`config.mk`:
```
export PLATFORM = sky130hd
export DESIGN_NAME = ibe_engine
export DESIGN_NICKNAME = d
export VERILOG_FILES = /design/src/rtl/ibe_pkg.sv /design/src/rtl/ibe_stream_if.sv /design/src/rtl/ibe_fifo2.sv /design/src/rtl/ibe_engine.sv
export SDC_FILE = /design/constraint.sdc
export NUM_CORES = 1
export LEC_CHECK = 0
export BUFFER_PORTS_ARGS = -buffer_cell sky130_fd_sc_hd__buf_2
export CAP_MARGIN = 20
export CORE_MARGIN = 2
export CORE_UTILIZATION = 59
export CTS_CLUSTER_SIZE = 12
export DETAILED_ROUTE_END_ITERATION = 7
export HOLD_SLACK_MARGIN = 0.15
export PLACE_DENSITY = 0.84
export SLEW_MARGIN = 20
export SYNTH_ARGS = -nofsm -noshare
export SYNTH_HDL_FRONTEND = slang
export SYNTH_SLANG_ARGS = --single-unit
```
`constraint.sdc`:
```
create_clock -name clk_i -period 3.66 [get_ports clk_i]
set_clock_uncertainty 0.2 [all_clocks]
set_input_delay 0.549 -clock clk_i [delete_from_list [all_inputs] [get_ports clk_i]]
set_output_delay 0.549 -clock clk_i [all_outputs]
set_load 0.01 [all_outputs]
```
`src/rtl/ibe_pkg.sv`:
```
// Constants, state codes and reference reload values of the two-wire master bit engine.
// Assumes one 100 MHz core clock from which the quarter phases are counted.
package ibe_pkg;

	// Core clock and quarter-phase timing
	localparam int         IBE_CLK_PERIOD_NS = 10;
	localparam int         IBE_QPH_N         = 4;
	localparam logic [1:0] IBE_Q2            = 2'h1;
	localparam logic [1:0] IBE_Q4            = 2'h3;
	localparam logic [1:0] IBE_QPH_RST       = 2'h0;

	// Rate counter
	localparam int         IBE_RELOAD_W      = 7;
	localparam int         IBE_RS_RELOAD_W   = 6;
	localparam logic [6:0] IBE_CNT_RST       = 7'h00;
	// Reference reloads at a 10 MHz instruction rate: two rollovers make one clock period
	localparam logic [6:0] IBE_RELOAD_400K   = 7'h19;
	localparam logic [6:0] IBE_RELOAD_100K   = 7'h64;

	// Byte framing
	localparam int         IBE_BYTE_W        = 8;
	localparam logic [3:0] IBE_BIT_RST       = 4'h0;
	localparam logic [3:0] IBE_BIT_LAST_DATA = 4'h7;
	localparam logic [3:0] IBE_BIT_ACK       = 4'h8;

	// Buffer in front of the shift register
	localparam int         IBE_BUF_DEPTH     = 2;

	typedef enum logic [10:0] {
		IBE_S_IDLE    = 11'h001,
		IBE_S_ST_WAIT = 11'h002,
		IBE_S_ST_HOLD = 11'h004,
		IBE_S_RS_LOW  = 11'h008,
		IBE_S_RS_SDAH = 11'h010,
		IBE_S_RS_REL  = 11'h020,
		IBE_S_RS_HIGH = 11'h040,
		IBE_S_RS_SDAL = 11'h080,
		IBE_S_TX_LOW  = 11'h100,
		IBE_S_TX_REL  = 11'h200,
		IBE_S_TX_HIGH = 11'h400
	} ibe_state_t;

endpackage : ibe_pkg

```
`src/rtl/ibe_stream_if.sv`:
```
// Valid/ready byte stream between the engine and its buffer.
// Assumes both ends sit on the same clock.
`timescale 1ns/10ps
interface ibe_stream_if #(
	parameter int W = 8
);
	logic         valid;
	logic         ready;
	logic [W-1:0] data;

	modport src (output valid, output data, input ready);
	modport snk (input valid, input data, output ready);
endinterface : ibe_stream_if

```
`src/rtl/ibe_fifo2.sv`:
```
// Small first-in first-out buffer with valid and ready on both sides.
// Assumes one clock and a synchronous active-high reset.
`timescale 1ns/10ps
module ibe_fifo2
	import ibe_pkg::*;
#(
	parameter int W     = IBE_BYTE_W,
	parameter int DEPTH = IBE_BUF_DEPTH
) (
	// Clock and reset
	input  wire logic   clk_i,
	input  wire logic   rst_i,
	// Streams
	ibe_stream_if.snk   wr,
	ibe_stream_if.src   rd
);
	localparam int AW = (DEPTH > 1) ? $clog2(DEPTH) : 1;

	logic [W-1:0]  mem_r [DEPTH];
	logic [AW-1:0] wp_r;
	logic [AW-1:0] rp_r;
	logic [AW:0]   cnt_r;
	wire           push;
	wire           pull;
	wire [AW-1:0]  wp_nxt;
	wire [AW-1:0]  rp_nxt;

	assign wr.ready = (cnt_r != (AW+1)'(DEPTH));
	assign rd.valid = (cnt_r != '0);
	assign rd.data  = mem_r[rp_r];
	assign push     = wr.valid & wr.ready;
	assign pull     = rd.valid & rd.ready;
	assign wp_nxt   = (wp_r == AW'(DEPTH-1)) ? '0 : wp_r + AW'(1);
	assign rp_nxt   = (rp_r == AW'(DEPTH-1)) ? '0 : rp_r + AW'(1);

	always_ff @(posedge clk_i)
	begin
		if (push)
		begin
			mem_r[wp_r] <= wr.data;
		end
	end

	always_ff @(posedge clk_i)
	begin
		if (rst_i)
		begin
			wp_r  <= '0;
			rp_r  <= '0;
			cnt_r <= '0;
		end
		else
		begin
			if (push)
				wp_r <= wp_nxt;
			if (pull)
				rp_r <= rp_nxt;
			if (push && !pull)
				cnt_r <= cnt_r + (AW+1)'(1);
			else if (pull && !push)
				cnt_r <= cnt_r - (AW+1)'(1);
		end
	end

endmodule : ibe_fifo2

```
`src/rtl/ibe_engine.sv`:
```
// Master bit engine of a two-wire serial port: rate counter, start, repeated start, transmit.
// Assumes open-drain pads with pull-ups outside; requests and clears come from core logic.
`timescale 1ns/10ps
module ibe_engine
	import ibe_pkg::*;
(
	// Clock and reset
	input  wire logic                    clk_i,
	input  wire logic                    rst_i,
	// Rate setting
	input  wire logic [IBE_RELOAD_W-1:0] reload_i,
	// Control requests and flag clears
	input  wire logic                    start_req_i,
	input  wire logic                    restart_req_i,
	input  wire logic                    event_clr_i,
	input  wire logic                    bcl_clr_i,
	input  wire logic                    write_collision_flag_clr_i,
	input  wire logic                    start_det_clr_i,
	// Transmit byte stream
	input  wire logic                    tx_valid_i,
	input  wire logic [IBE_BYTE_W-1:0]   tx_data_i,
	output logic                         tx_ready_o,
	// Status
	output logic                         start_req_o,
	output logic                         restart_req_o,
	output logic                         buf_full_o,
	output logic                         ack_status_o,
	output logic                         event_flag_o,
	output logic                         bcl_flag_o,
	output logic                         write_collision_flag_flag_o,
	output logic                         start_det_o,
	// Two-wire pins
	input  wire logic                    scl_i,
	output logic                         scl_o,
	output logic                         scl_oe_n_o,
	input  wire logic                    sda_i,
	output logic                         sda_o,
	output logic                         sda_oe_n_o
);

	ibe_state_t              state_r;
	ibe_state_t              state_nxt;
	logic [1:0]              qph_r;
	logic [IBE_RELOAD_W-1:0] brg_cnt_r;
	logic                    brg_run_r;
	logic                    brg_load;
	logic [IBE_RELOAD_W-1:0] brg_val;
	logic [1:0]              pin_meta_r;
	logic [1:0]              pin_sync_r;
	logic                    scl_drv_r;
	logic                    scl_drv_nxt;
	logic                    sda_drv_r;
	logic                    sda_drv_nxt;
	logic [IBE_BYTE_W-1:0]   shift_r;
	logic [3:0]              bit_cnt_r;
	logic                    start_req_r;
	logic                    restart_req_r;
	logic                    bf_r;
	logic                    ack_r;
	logic                    event_r;
	logic                    bcl_r;
	logic                    write_collision_flag_r;
	logic                    start_det_r;
	logic                    set_sdet;
	logic                    set_bcl;
	logic                    set_evt;
	logic                    end_start;
	logic                    end_restart;
	logic                    pop;
	logic                    bit_step;
	logic                    ack_take;
	wire                     tick;
	wire                     brg_to;
	wire                     scl_s;
	wire                     sda_s;
	wire                     seq_busy;
	wire                     wr_take;
	wire                     wr_refused;
	wire                     bf_clr;

	ibe_stream_if #(.W(IBE_BYTE_W)) wr_if ();
	ibe_stream_if #(.W(IBE_BYTE_W)) rd_if ();

	// Pin synchronisers; only the second stage is read
	always_ff @(posedge clk_i)
	begin
		if (rst_i)
		begin
			pin_meta_r <= 2'h3;
			pin_sync_r <= 2'h3;
		end
		else
		begin
			pin_meta_r <= {scl_i, sda_i};
			pin_sync_r <= pin_meta_r;
		end
	end

	assign scl_s = pin_sync_r[1];
	assign sda_s = pin_sync_r[0];

	// Quarter phases: two ticks per instruction cycle of four clocks
	always_ff @(posedge clk_i)
	begin
		if (rst_i)
			qph_r <= IBE_QPH_RST;
		else
			qph_r <= qph_r + 2'h1;
	end

	assign tick   = (qph_r == IBE_Q2) | (qph_r == IBE_Q4);
	assign brg_to = brg_run_r & tick & (brg_cnt_r == IBE_CNT_RST);

	// Each timeout toggles one half of the clock period, so a period is two rollovers
	always_ff @(posedge clk_i)
	begin
		if (rst_i)
		begin
			brg_cnt_r <= IBE_CNT_RST;
			brg_run_r <= 1'b0;
		end
		else if (brg_load)
		begin
			brg_cnt_r <= brg_val;
			brg_run_r <= 1'b1;
		end
		else if (brg_to)
			brg_run_r <= 1'b0;
		else if (brg_run_r && tick)
			brg_cnt_r <= brg_cnt_r - 7'h01;
	end

	// Buffer path; writes during a start sequence are refused, not queued
	assign seq_busy    = start_req_r | restart_req_r;
	assign wr_if.valid = tx_valid_i & ~seq_busy;
	assign wr_if.data  = tx_data_i;
	assign tx_ready_o  = seq_busy | wr_if.ready;
	assign wr_take     = wr_if.valid & wr_if.ready;
	assign wr_refused  = tx_valid_i & seq_busy;
	assign rd_if.ready = pop;

	ibe_fifo2 #(
		.W     (IBE_BYTE_W),
		.DEPTH (IBE_BUF_DEPTH)
	) u_buf (
		.clk_i (clk_i),
		.rst_i (rst_i),
		.wr    (wr_if),
		.rd    (rd_if)
	);

	// Sequencer
	always_comb
	begin
		state_nxt   = state_r;
		scl_drv_nxt = scl_drv_r;
		sda_drv_nxt = sda_drv_r;
		brg_load    = 1'b0;
		brg_val     = reload_i;
		set_sdet    = 1'b0;
		set_bcl     = 1'b0;
		set_evt     = 1'b0;
		end_start   = 1'b0;
		end_restart = 1'b0;
		pop         = 1'b0;
		bit_step    = 1'b0;
		ack_take    = 1'b0;
		case (state_r)
			IBE_S_IDLE:
			begin
				// Lines keep their last level while idle
				if (start_req_r)
				begin
					if (scl_s && sda_s)
					begin
						brg_load  = 1'b1;
						state_nxt = IBE_S_ST_WAIT;
					end
					else
					begin
						set_bcl   = 1'b1;
						end_start = 1'b1;
					end
				end
				else if (restart_req_r)
				begin
					scl_drv_nxt = 1'b1;
					state_nxt   = IBE_S_RS_LOW;
				end
				else if (rd_if.valid)
				begin
					pop         = 1'b1;
					scl_drv_nxt = 1'b1;
					brg_load    = 1'b1;
					state_nxt   = IBE_S_TX_LOW;
				end
			end
			IBE_S_ST_WAIT:
			begin
				if (!scl_s || (brg_to && !sda_s))
				begin
					set_bcl   = 1'b1;
					end_start = 1'b1;
					state_nxt = IBE_S_IDLE;
				end
				else if (brg_to)
				begin
					sda_drv_nxt = 1'b1;
					set_sdet    = 1'b1;
					brg_load    = 1'b1;
					state_nxt   = IBE_S_ST_HOLD;
				end
			end
			IBE_S_ST_HOLD:
			begin
				if (brg_to)
				begin
					end_start = 1'b1;
					set_evt   = 1'b1;
					state_nxt = IBE_S_IDLE;
				end
			end
			IBE_S_RS_LOW:
			begin
				if (!scl_s)
				begin
					brg_val     = {1'b0, reload_i[IBE_RS_RELOAD_W-1:0]};
					brg_load    = 1'b1;
					sda_drv_nxt = 1'b0;
					state_nxt   = IBE_S_RS_SDAH;
				end
			end
			IBE_S_RS_SDAH:
			begin
				if (brg_to && sda_s)
				begin
					scl_drv_nxt = 1'b0;
					state_nxt   = IBE_S_RS_REL;
				end
				else if (brg_to)
				begin
					set_bcl     = 1'b1;
					end_restart = 1'b1;
					scl_drv_nxt = 1'b0;
					state_nxt   = IBE_S_IDLE;
				end
			end
			IBE_S_RS_REL:
			begin
				// Counter stays halted while another device stretches the clock
				if (scl_s && !sda_s)
				begin
					set_bcl     = 1'b1;
					end_restart = 1'b1;
					state_nxt   = IBE_S_IDLE;
				end
				else if (scl_s)
				begin
					brg_load  = 1'b1;
					state_nxt = IBE_S_RS_HIGH;
				end
			end
			IBE_S_RS_HIGH:
			begin
				if (!scl_s)
				begin
					set_bcl     = 1'b1;
					end_restart = 1'b1;
					state_nxt   = IBE_S_IDLE;
				end
				else if (brg_to)
				begin
					sda_drv_nxt = 1'b1;
					set_sdet    = 1'b1;
					brg_load    = 1'b1;
					state_nxt   = IBE_S_RS_SDAL;
				end
			end
			IBE_S_RS_SDAL:
			begin
				if (brg_to)
				begin
					end_restart = 1'b1;
					set_evt     = 1'b1;
					state_nxt   = IBE_S_IDLE;
				end
			end
			IBE_S_TX_LOW:
			begin
				// Data moves a clock after the fall, never while the clock is high
				sda_drv_nxt = (bit_cnt_r == IBE_BIT_ACK) ? 1'b0
				            : ~shift_r[IBE_BYTE_W-1];
				if (brg_to)
				begin
					scl_drv_nxt = 1'b0;
					state_nxt   = IBE_S_TX_REL;
				end
			end
			IBE_S_TX_REL:
			begin
				if (scl_s)
				begin
					brg_load  = 1'b1;
					state_nxt = IBE_S_TX_HIGH;
				end
			end
			IBE_S_TX_HIGH:
			begin
				if (brg_to && (bit_cnt_r == IBE_BIT_ACK))
				begin
					scl_drv_nxt = 1'b1;
					sda_drv_nxt = 1'b0;
					ack_take    = 1'b1;
					set_evt     = 1'b1;
					state_nxt   = IBE_S_IDLE;
				end
				else if (brg_to)
				begin
					scl_drv_nxt = 1'b1;
					bit_step    = 1'b1;
					brg_load    = 1'b1;
					state_nxt   = IBE_S_TX_LOW;
				end
			end
			default:
			begin
				scl_drv_nxt = 1'b0;
				sda_drv_nxt = 1'b0;
				state_nxt   = IBE_S_IDLE;
			end
		endcase
		if (set_bcl)
		begin
			// A lost sequence lets go of both lines
			scl_drv_nxt = 1'b0;
			sda_drv_nxt = 1'b0;
		end
	end

	always_ff @(posedge clk_i)
	begin
		if (rst_i)
		begin
			state_r   <= IBE_S_IDLE;
			scl_drv_r <= 1'b0;
			sda_drv_r <= 1'b0;
		end
		else
		begin
			state_r   <= state_nxt;
			scl_drv_r <= scl_drv_nxt;
			sda_drv_r <= sda_drv_nxt;
		end
	end

	always_ff @(posedge clk_i)
	begin
		if (rst_i)
		begin
			shift_r   <= '0;
			bit_cnt_r <= IBE_BIT_RST;
		end
		else if (pop)
		begin
			shift_r   <= rd_if.data;
			bit_cnt_r <= IBE_BIT_RST;
		end
		else if (bit_step)
		begin
			shift_r   <= {shift_r[IBE_BYTE_W-2:0], 1'b0};
			bit_cnt_r <= bit_cnt_r + 4'h1;
		end
	end

	// Requests and sticky flags; a flag set wins over its clear in the same cycle, a request during a busy sequence is dropped
	assign bf_clr = bit_step & (bit_cnt_r == IBE_BIT_LAST_DATA) & ~rd_if.valid;

	always_ff @(posedge clk_i)
	begin
		if (rst_i)
		begin
			start_req_r   <= 1'b0;
			restart_req_r <= 1'b0;
			bf_r          <= 1'b0;
			ack_r         <= 1'b0;
			event_r       <= 1'b0;
			bcl_r         <= 1'b0;
			write_collision_flag_r        <= 1'b0;
			start_det_r   <= 1'b0;
		end
		else
		begin
			start_req_r   <= (start_req_i & ~seq_busy) | (start_req_r & ~end_start);
			restart_req_r <= (restart_req_i & ~seq_busy & (state_r == IBE_S_IDLE))
			               | (restart_req_r & ~end_restart);
			bf_r          <= wr_take | (bf_r & ~bf_clr);
			if (ack_take)
				ack_r <= sda_s;
			event_r       <= set_evt | (event_r & ~event_clr_i);
			bcl_r         <= set_bcl | (bcl_r & ~bcl_clr_i);
			write_collision_flag_r        <= wr_refused | (write_collision_flag_r & ~write_collision_flag_clr_i);
			start_det_r   <= set_sdet | (start_det_r & ~start_det_clr_i);
		end
	end

	// Outputs; pads only ever pull low
	assign scl_o         = 1'b0;
	assign sda_o         = 1'b0;
	assign scl_oe_n_o    = ~scl_drv_r;
	assign sda_oe_n_o    = ~sda_drv_r;
	assign start_req_o   = start_req_r;
	assign restart_req_o = restart_req_r;
	assign buf_full_o    = bf_r;
	assign ack_status_o  = ack_r;
	assign event_flag_o  = event_r;
	assign bcl_flag_o    = bcl_r;
	assign write_collision_flag_flag_o   = write_collision_flag_r;
	assign start_det_o   = start_det_r;
endmodule : ibe_engine

```
# Word-level counts from Yosys, hierarchy flattened
# Memories as Yosys holds them, arrays and structs flattened. A register that Yosys moved wholly into a read port is not among the register bits.
# Cells that the tools add are included.
# Widths: inputs -> output; s select.
dict set report totals {
  ram_bits 16
  word_cells 207
  n_memories 1
  in_bits 26
  ff_bits 51
}
# memory depth word_bits read_ports rd_ports_with_merged_regs write_ports line_no
set mem_list {}
lappend mem_list {u_buf.mem_r 2 8 1 1 1 ibe_fifo2.sv:19} ;# logic [W-1:0] mem_r [DEPTH];
dict set report classes {
  eq_ne 31
  addsub 7
  muxes 77
  reduce_logical 28
  bitwise 42
}
# operator n
set ops {}
lappend ops {{$mux 11} 17}
lappend ops {{$pmux 11 s10} 1}
lappend ops {{$mux 1} 42}
lappend ops {{$mux 7} 5}
lappend ops {{$and 1x1->1} 18}
lappend ops {{$ne 2x2->1 const B} 9}
lappend ops {{$ne 3x3->1 const B} 6}
lappend ops {{$mux 8} 2}
lappend ops {{$not 1->1} 14}
lappend ops {{$eq 11x1->1 const B} 1}
lappend ops {{$eq 11x10->1 const B} 1}
lappend ops {{$eq 11x11->1 const B} 1}
lappend ops {{$eq 11x2->1 const B} 1}
lappend ops {{$eq 11x3->1 const B} 1}
lappend ops {{$eq 11x4->1 const B} 1}
lappend ops {{$eq 11x5->1 const B} 1}
lappend ops {{$eq 11x6->1 const B} 1}
lappend ops {{$eq 11x7->1 const B} 1}
lappend ops {{$eq 11x8->1 const B} 1}
lappend ops {{$eq 11x9->1 const B} 1}
lappend ops {{$or 1x1->1} 10}
lappend ops {{$pmux 1 s5} 2}
lappend ops {{$reduce_bool 2->1} 5}
lappend ops {{$reduce_and 9->1} 1}
lappend ops {{26 further kinds} 42}

# Longest topological paths before layout
dict set report depth {
  ltp_word 12
  depth_mapped 11
}

# Hierarchy
# From an unflattened synthesis, not the netlist that was laid out.
dict set report hier_totals {
  hier_cells 393
  hier_area_um2 3567.2
}
# module instances area_each_um2 cells_per_inst seq_area_each_um2
set by_module_without_submodules {}
lappend by_module_without_submodules {ibe_engine 1 2761.4 344 940.9}
lappend by_module_without_submodules {ibe_fifo2 1 805.8 49 580.6}

# Worst setup path after synthesis
# OpenSTA, ideal clock, no wires.
dict set report synth_path {
  path_type {reg2reg}
  start {register state_r[4]}
  end {register u_buf.cnt_r[1]}
  path_buffers 3
  stages_incl_launch_ff 11
  setup_slack_ps 863
  t_arrival_ps 2527
  path_cell_list {dfxtp_1 > clkbuf_1 > nor4_2 > buf_2 > and3_1 > and2_1 > clkbuf_1 > inv_2 > ha_1 > or3_1 > a21oi_1}
}
dict set report synth_between {
  elab_chain_cells 6
  elab_cells_between_ends 8
  cone_classes {eq/ne: 1; mux: 2; bitwise: 1; reduce/logical: 4}
}
# item line_no
set synth_lines {}
lappend synth_lines {{from (decl)} ibe_engine.sv:41} ;# ibe_state_t state_r;
lappend synth_lines {{from (signal assigned)} ibe_engine.sv:350} ;# state_r <= state_nxt;
lappend synth_lines {{$eq 11x1->1 *} ibe_engine.sv:168} ;# case (state_r)
lappend synth_lines {{$mux 1 *} ibe_engine.sv:168}
lappend synth_lines {{$and 1x1->1 *} ibe_fifo2.sv:32} ;# assign pull = rd.valid & rd.ready;
lappend synth_lines {{$logic_not 1->1} ibe_fifo2.sv:58} ;# if (push && !pull)
lappend synth_lines {{$logic_and 1x1->1} ibe_fifo2.sv:58}
lappend synth_lines {{$mux 2 or $reduce_bool 2->1 (tied branches)} --}
lappend synth_lines {{to (signal assigned)} ibe_fifo2.sv:59} ;# cnt_r <= cnt_r + (AW+1)'(1);
lappend synth_lines {{to (signal assigned)} ibe_fifo2.sv:61} ;# cnt_r <= cnt_r - (AW+1)'(1);
lappend synth_lines {{to (decl)} ibe_fifo2.sv:22} ;# logic [AW:0] cnt_r;
# Mark *: on every way between the ends. The rest lies on a longest branch, timed or not.
# A chain may end at the register's enable or synchronous reset.

# Worst setup path after layout
dict set report layout_path {
  start {register brg_cnt_r[2]}
  end {register state_r[0]}
}
dict set report layout_between {
  elab_chain_cells 6
  elab_cells_between_ends 16
  cone_classes {eq/ne: 4; mux: 5; bitwise: 1; reduce/logical: 6}
}
# item line_no
set layout_lines {}
lappend layout_lines {{from (decl)} ibe_engine.sv:44} ;# logic [IBE_RELOAD_W-1:0] brg_cnt_r;
lappend layout_lines {{from (signal assigned)} ibe_engine.sv:124} ;# brg_cnt_r <= brg_val;
lappend layout_lines {{from (signal assigned)} ibe_engine.sv:130} ;# brg_cnt_r <= brg_cnt_r - 7'h01;
lappend layout_lines {{$logic_not 7->1 *} ibe_engine.sv:112} ;# assign brg_to = brg_run_r & tick & (brg_cnt_r == IBE_CNT_RST);
lappend layout_lines {{$and 1x1->1 *} ibe_engine.sv:112}
lappend layout_lines {{$logic_and 1x1->1} ibe_engine.sv:200} ;# if (!scl_s || (brg_to && !sda_s))
lappend layout_lines {{$logic_or 1x1->1} ibe_engine.sv:200}
lappend layout_lines {{$ne 3x3->1 (no line) or $mux 11 (tied branches)} --}
lappend layout_lines {{$reduce_and 9->1 (no line) or $pmux 11 s10 (tied branches)} --}
# Marks and branches as above.

==> impl_metrics.toml <==
[pwr]
ir_drop_mv = 0.424
totalPowerFinal_mw = 2.66
leakage_nw = 1.51
power.density_nw_per_um2 = 642

[die]
start_util = 0.601
die_h_um = 84.0
core_area_um2 = 6280
boundaryPins = 39
die_x_um = 84.0
dieArea_um2 = 7050
rows = 29

[global_route]
grt_pass1_vias = 3052
grt_pass1_wl_um = 14700
grt_max_degree = 59
globalRouteOverflowTotal = 0
grtUsageTotal = 0.261
antenna_found_initial = 0

[final_layout]
postLayoutCoreUtil = 0.661
layout-drive-gt1-share = 0.208
layout.nets = 471
final_cell_mix = "dfxtp_1 (52), buf_2 (36), a21oi_1 (34)"
area_growth_pct = 9.88
diodes = 0
mostFrequentLayoutCell = "dfxtp_1"
fin_cells = 520

[detailed_routing]
wl_um = 9000
ant_nets = 0
wire_per_inst_um = 17.3
viasPerCell = 6.48
vias = 3367
drc = 0
dr.pass1.iters = 5
drtIter0Drc = 342

[setup_path]
crit_fanout = 13
reg2reg_to = "state_r[0]"
rr_worst_depth = 5
regToRegStartpoint = "brg_cnt_r[2]"
cp-endpoint = "state_r[0]"
critPathRequiredTime_ns = 3.69
cp-startpoint = "brg_cnt_r[2]"
worstSetupPathType = "reg -> reg"
rrSetupSlack_ns = 0.57
startpoint_type = "flip-flop"
critPathArrivalTime_ns = 3.12
end_kind = "flip-flop"

[logic_synthesis]
async_reset_ff_frac = 0
avgSynthCellArea_um2 = 9.01
synth_sequential_area_ratio = 0.403
yosysUniqueCellTypes = 65
synth_edf_count = 16
synth_flop_cell = "dfxtp_1"
synth.area.top_cells = "dfxtp_1 (28%), edfxtp_1 (13%), a21oi_1 (4.5%)"
yosysTopAreaCellShare = 0.276
synth_area_um2 = 3770
yosysWarnings = 0
ys_seq_elements = 68
syn_inst = 419
synth_area_leader_cell = "dfxtp_1"

[min_path]
hold_depth = 2
holdCritPathClass = "in -> reg"

[clock_network]
clk_pin_slew_ns = 0.08
clk_path_buf_depth = 2
cts_setup_buffers = 0
cts-root-buf = "clkbuf_8"
numCtsBuffers = 9
cts_hold_buffers = 0
cts_tree = "done"
clk_latency_ns = 0.36
htree_levels = 3
cts.sinks = 68
cts_resized = 0

[timing]
period_needed_ns = 3.09
fin_setup_tns_ns = 0
finalHoldViolCount = 0
slew_violations = 0
relSlewSlack = 0.258
max_freq_mhz = 324
fin_crit_sh = 0.843
rsz0062_at_grt = "false"
timing.hold.ws_ns = 0.171
setup_viol = 0
tightestPinTransition_ns = 1.11

[outcome]
outcome = "complete, no violations"

[flow_run]
max-cap-violations = 0

[placed_design]
io_buffers = 36
dp.cells = 504
gp_congestion = 0.979
place_hpwl_um = 6310
flip-flops by register name, indices dropped and copies added, names as in the netlist, 2 cells and up, named ones only:
signal	cells
u_buf.mem_r	16
state_r	11
shift_r	8
brg_cnt_r	7
bit_cnt_r	4
pin_meta_r	2
pin_sync_r	2
qph_r	2
u_buf.cnt_r	2
per-layer routing:
layer  GRT usage  share of wire  vias to the layer above
li1            -              -                     1617
met1       0.319           0.43                     1598
met2       0.433           0.49                      131
met3      0.0712          0.061                       21
met4       0.107          0.023                        0
met5           0              0                        -
where the power goes:
group          internal (mW)  leakage (nW)  switching (mW)
sequential             0.913         0.572           0.144
clock                  0.323        0.0944           0.317
combinational          0.417         0.842           0.548
total                   1.65          1.51            1.01
cells by family (layout without fill, tap and decap cells):
group / count (synthesis) / in the layout / synth area share
simple gates: 163 / 163 / 0.251
fa+ha+maj: 7 / 7 / 0.0232
other cells: 1 / 2 / 0.000994
compound gates: 95 / 95 / 0.173
mux: 17 / 17 / 0.0507
buf+inv: 51 / 74 / 0.0587
flops: 68 / 68 / 0.403
xor+xnor: 17 / 17 / 0.0395
how the worst min path moves through the flow:
| stage | startpoint | to | slack [ns] |
|---|---|---|---|
| global placement | pin_meta_r[1] | pin_sync_r[1] | 0.20 |
| detailed placement | pin_meta_r[0] | pin_sync_r[0] | 0.20 |
| floorplan | pin_meta_r[0] | pin_sync_r[0] | 0.19 |
| CTS | sda_i | pin_meta_r[0] | 0.17 |
| finish | sda_i | pin_meta_r[0] | 0.17 |
| global route | scl_i | pin_meta_r[1] | 0.16 |
cell usage after synthesis, types with 10 or more instances:
cell type / instances
a21oi_1: 34
clkbuf_1: 22
dfxtp_1: 52
edfxtp_1: 16
inv_1: 13
mux2_2: 13
nand2_1: 10
nand3_1: 20
nand4_1: 17
nor2_1: 31
nor3_1: 16
nor4_1: 10
o41ai_1: 10
worst max-delay path, cell delays in order (launching register included):
cell      delay (ns)
dfxtp_1         0.35
or4_1           0.63
nor3_2          0.74
a211oi_2        0.28
o31a_1          0.34
or4_1           0.40
area by class of cell:
class / count / area, µm²
repair buffers: 43 / 233
well taps: 77 / 96.3
flip-flops and latches: 68 / 1520
clock inverters: 7 / 81.3
clock buffers: 9 / 124
fillers: 505 / 2130
multi-input cells: 301 / 2030
inverters: 15 / 56.3
metrics by stage:
step	setup WS (ns)	instance area, µm²
2_1_floorplan	0.863	3780
3_3_place_gp	0.762	3940
3_5_place_dp	0.649	3940
4_1_cts	0.621	4150
5_1_grt	0.458	4150
6_report	0.574	4150
Power figures use the tool's default switching activity.
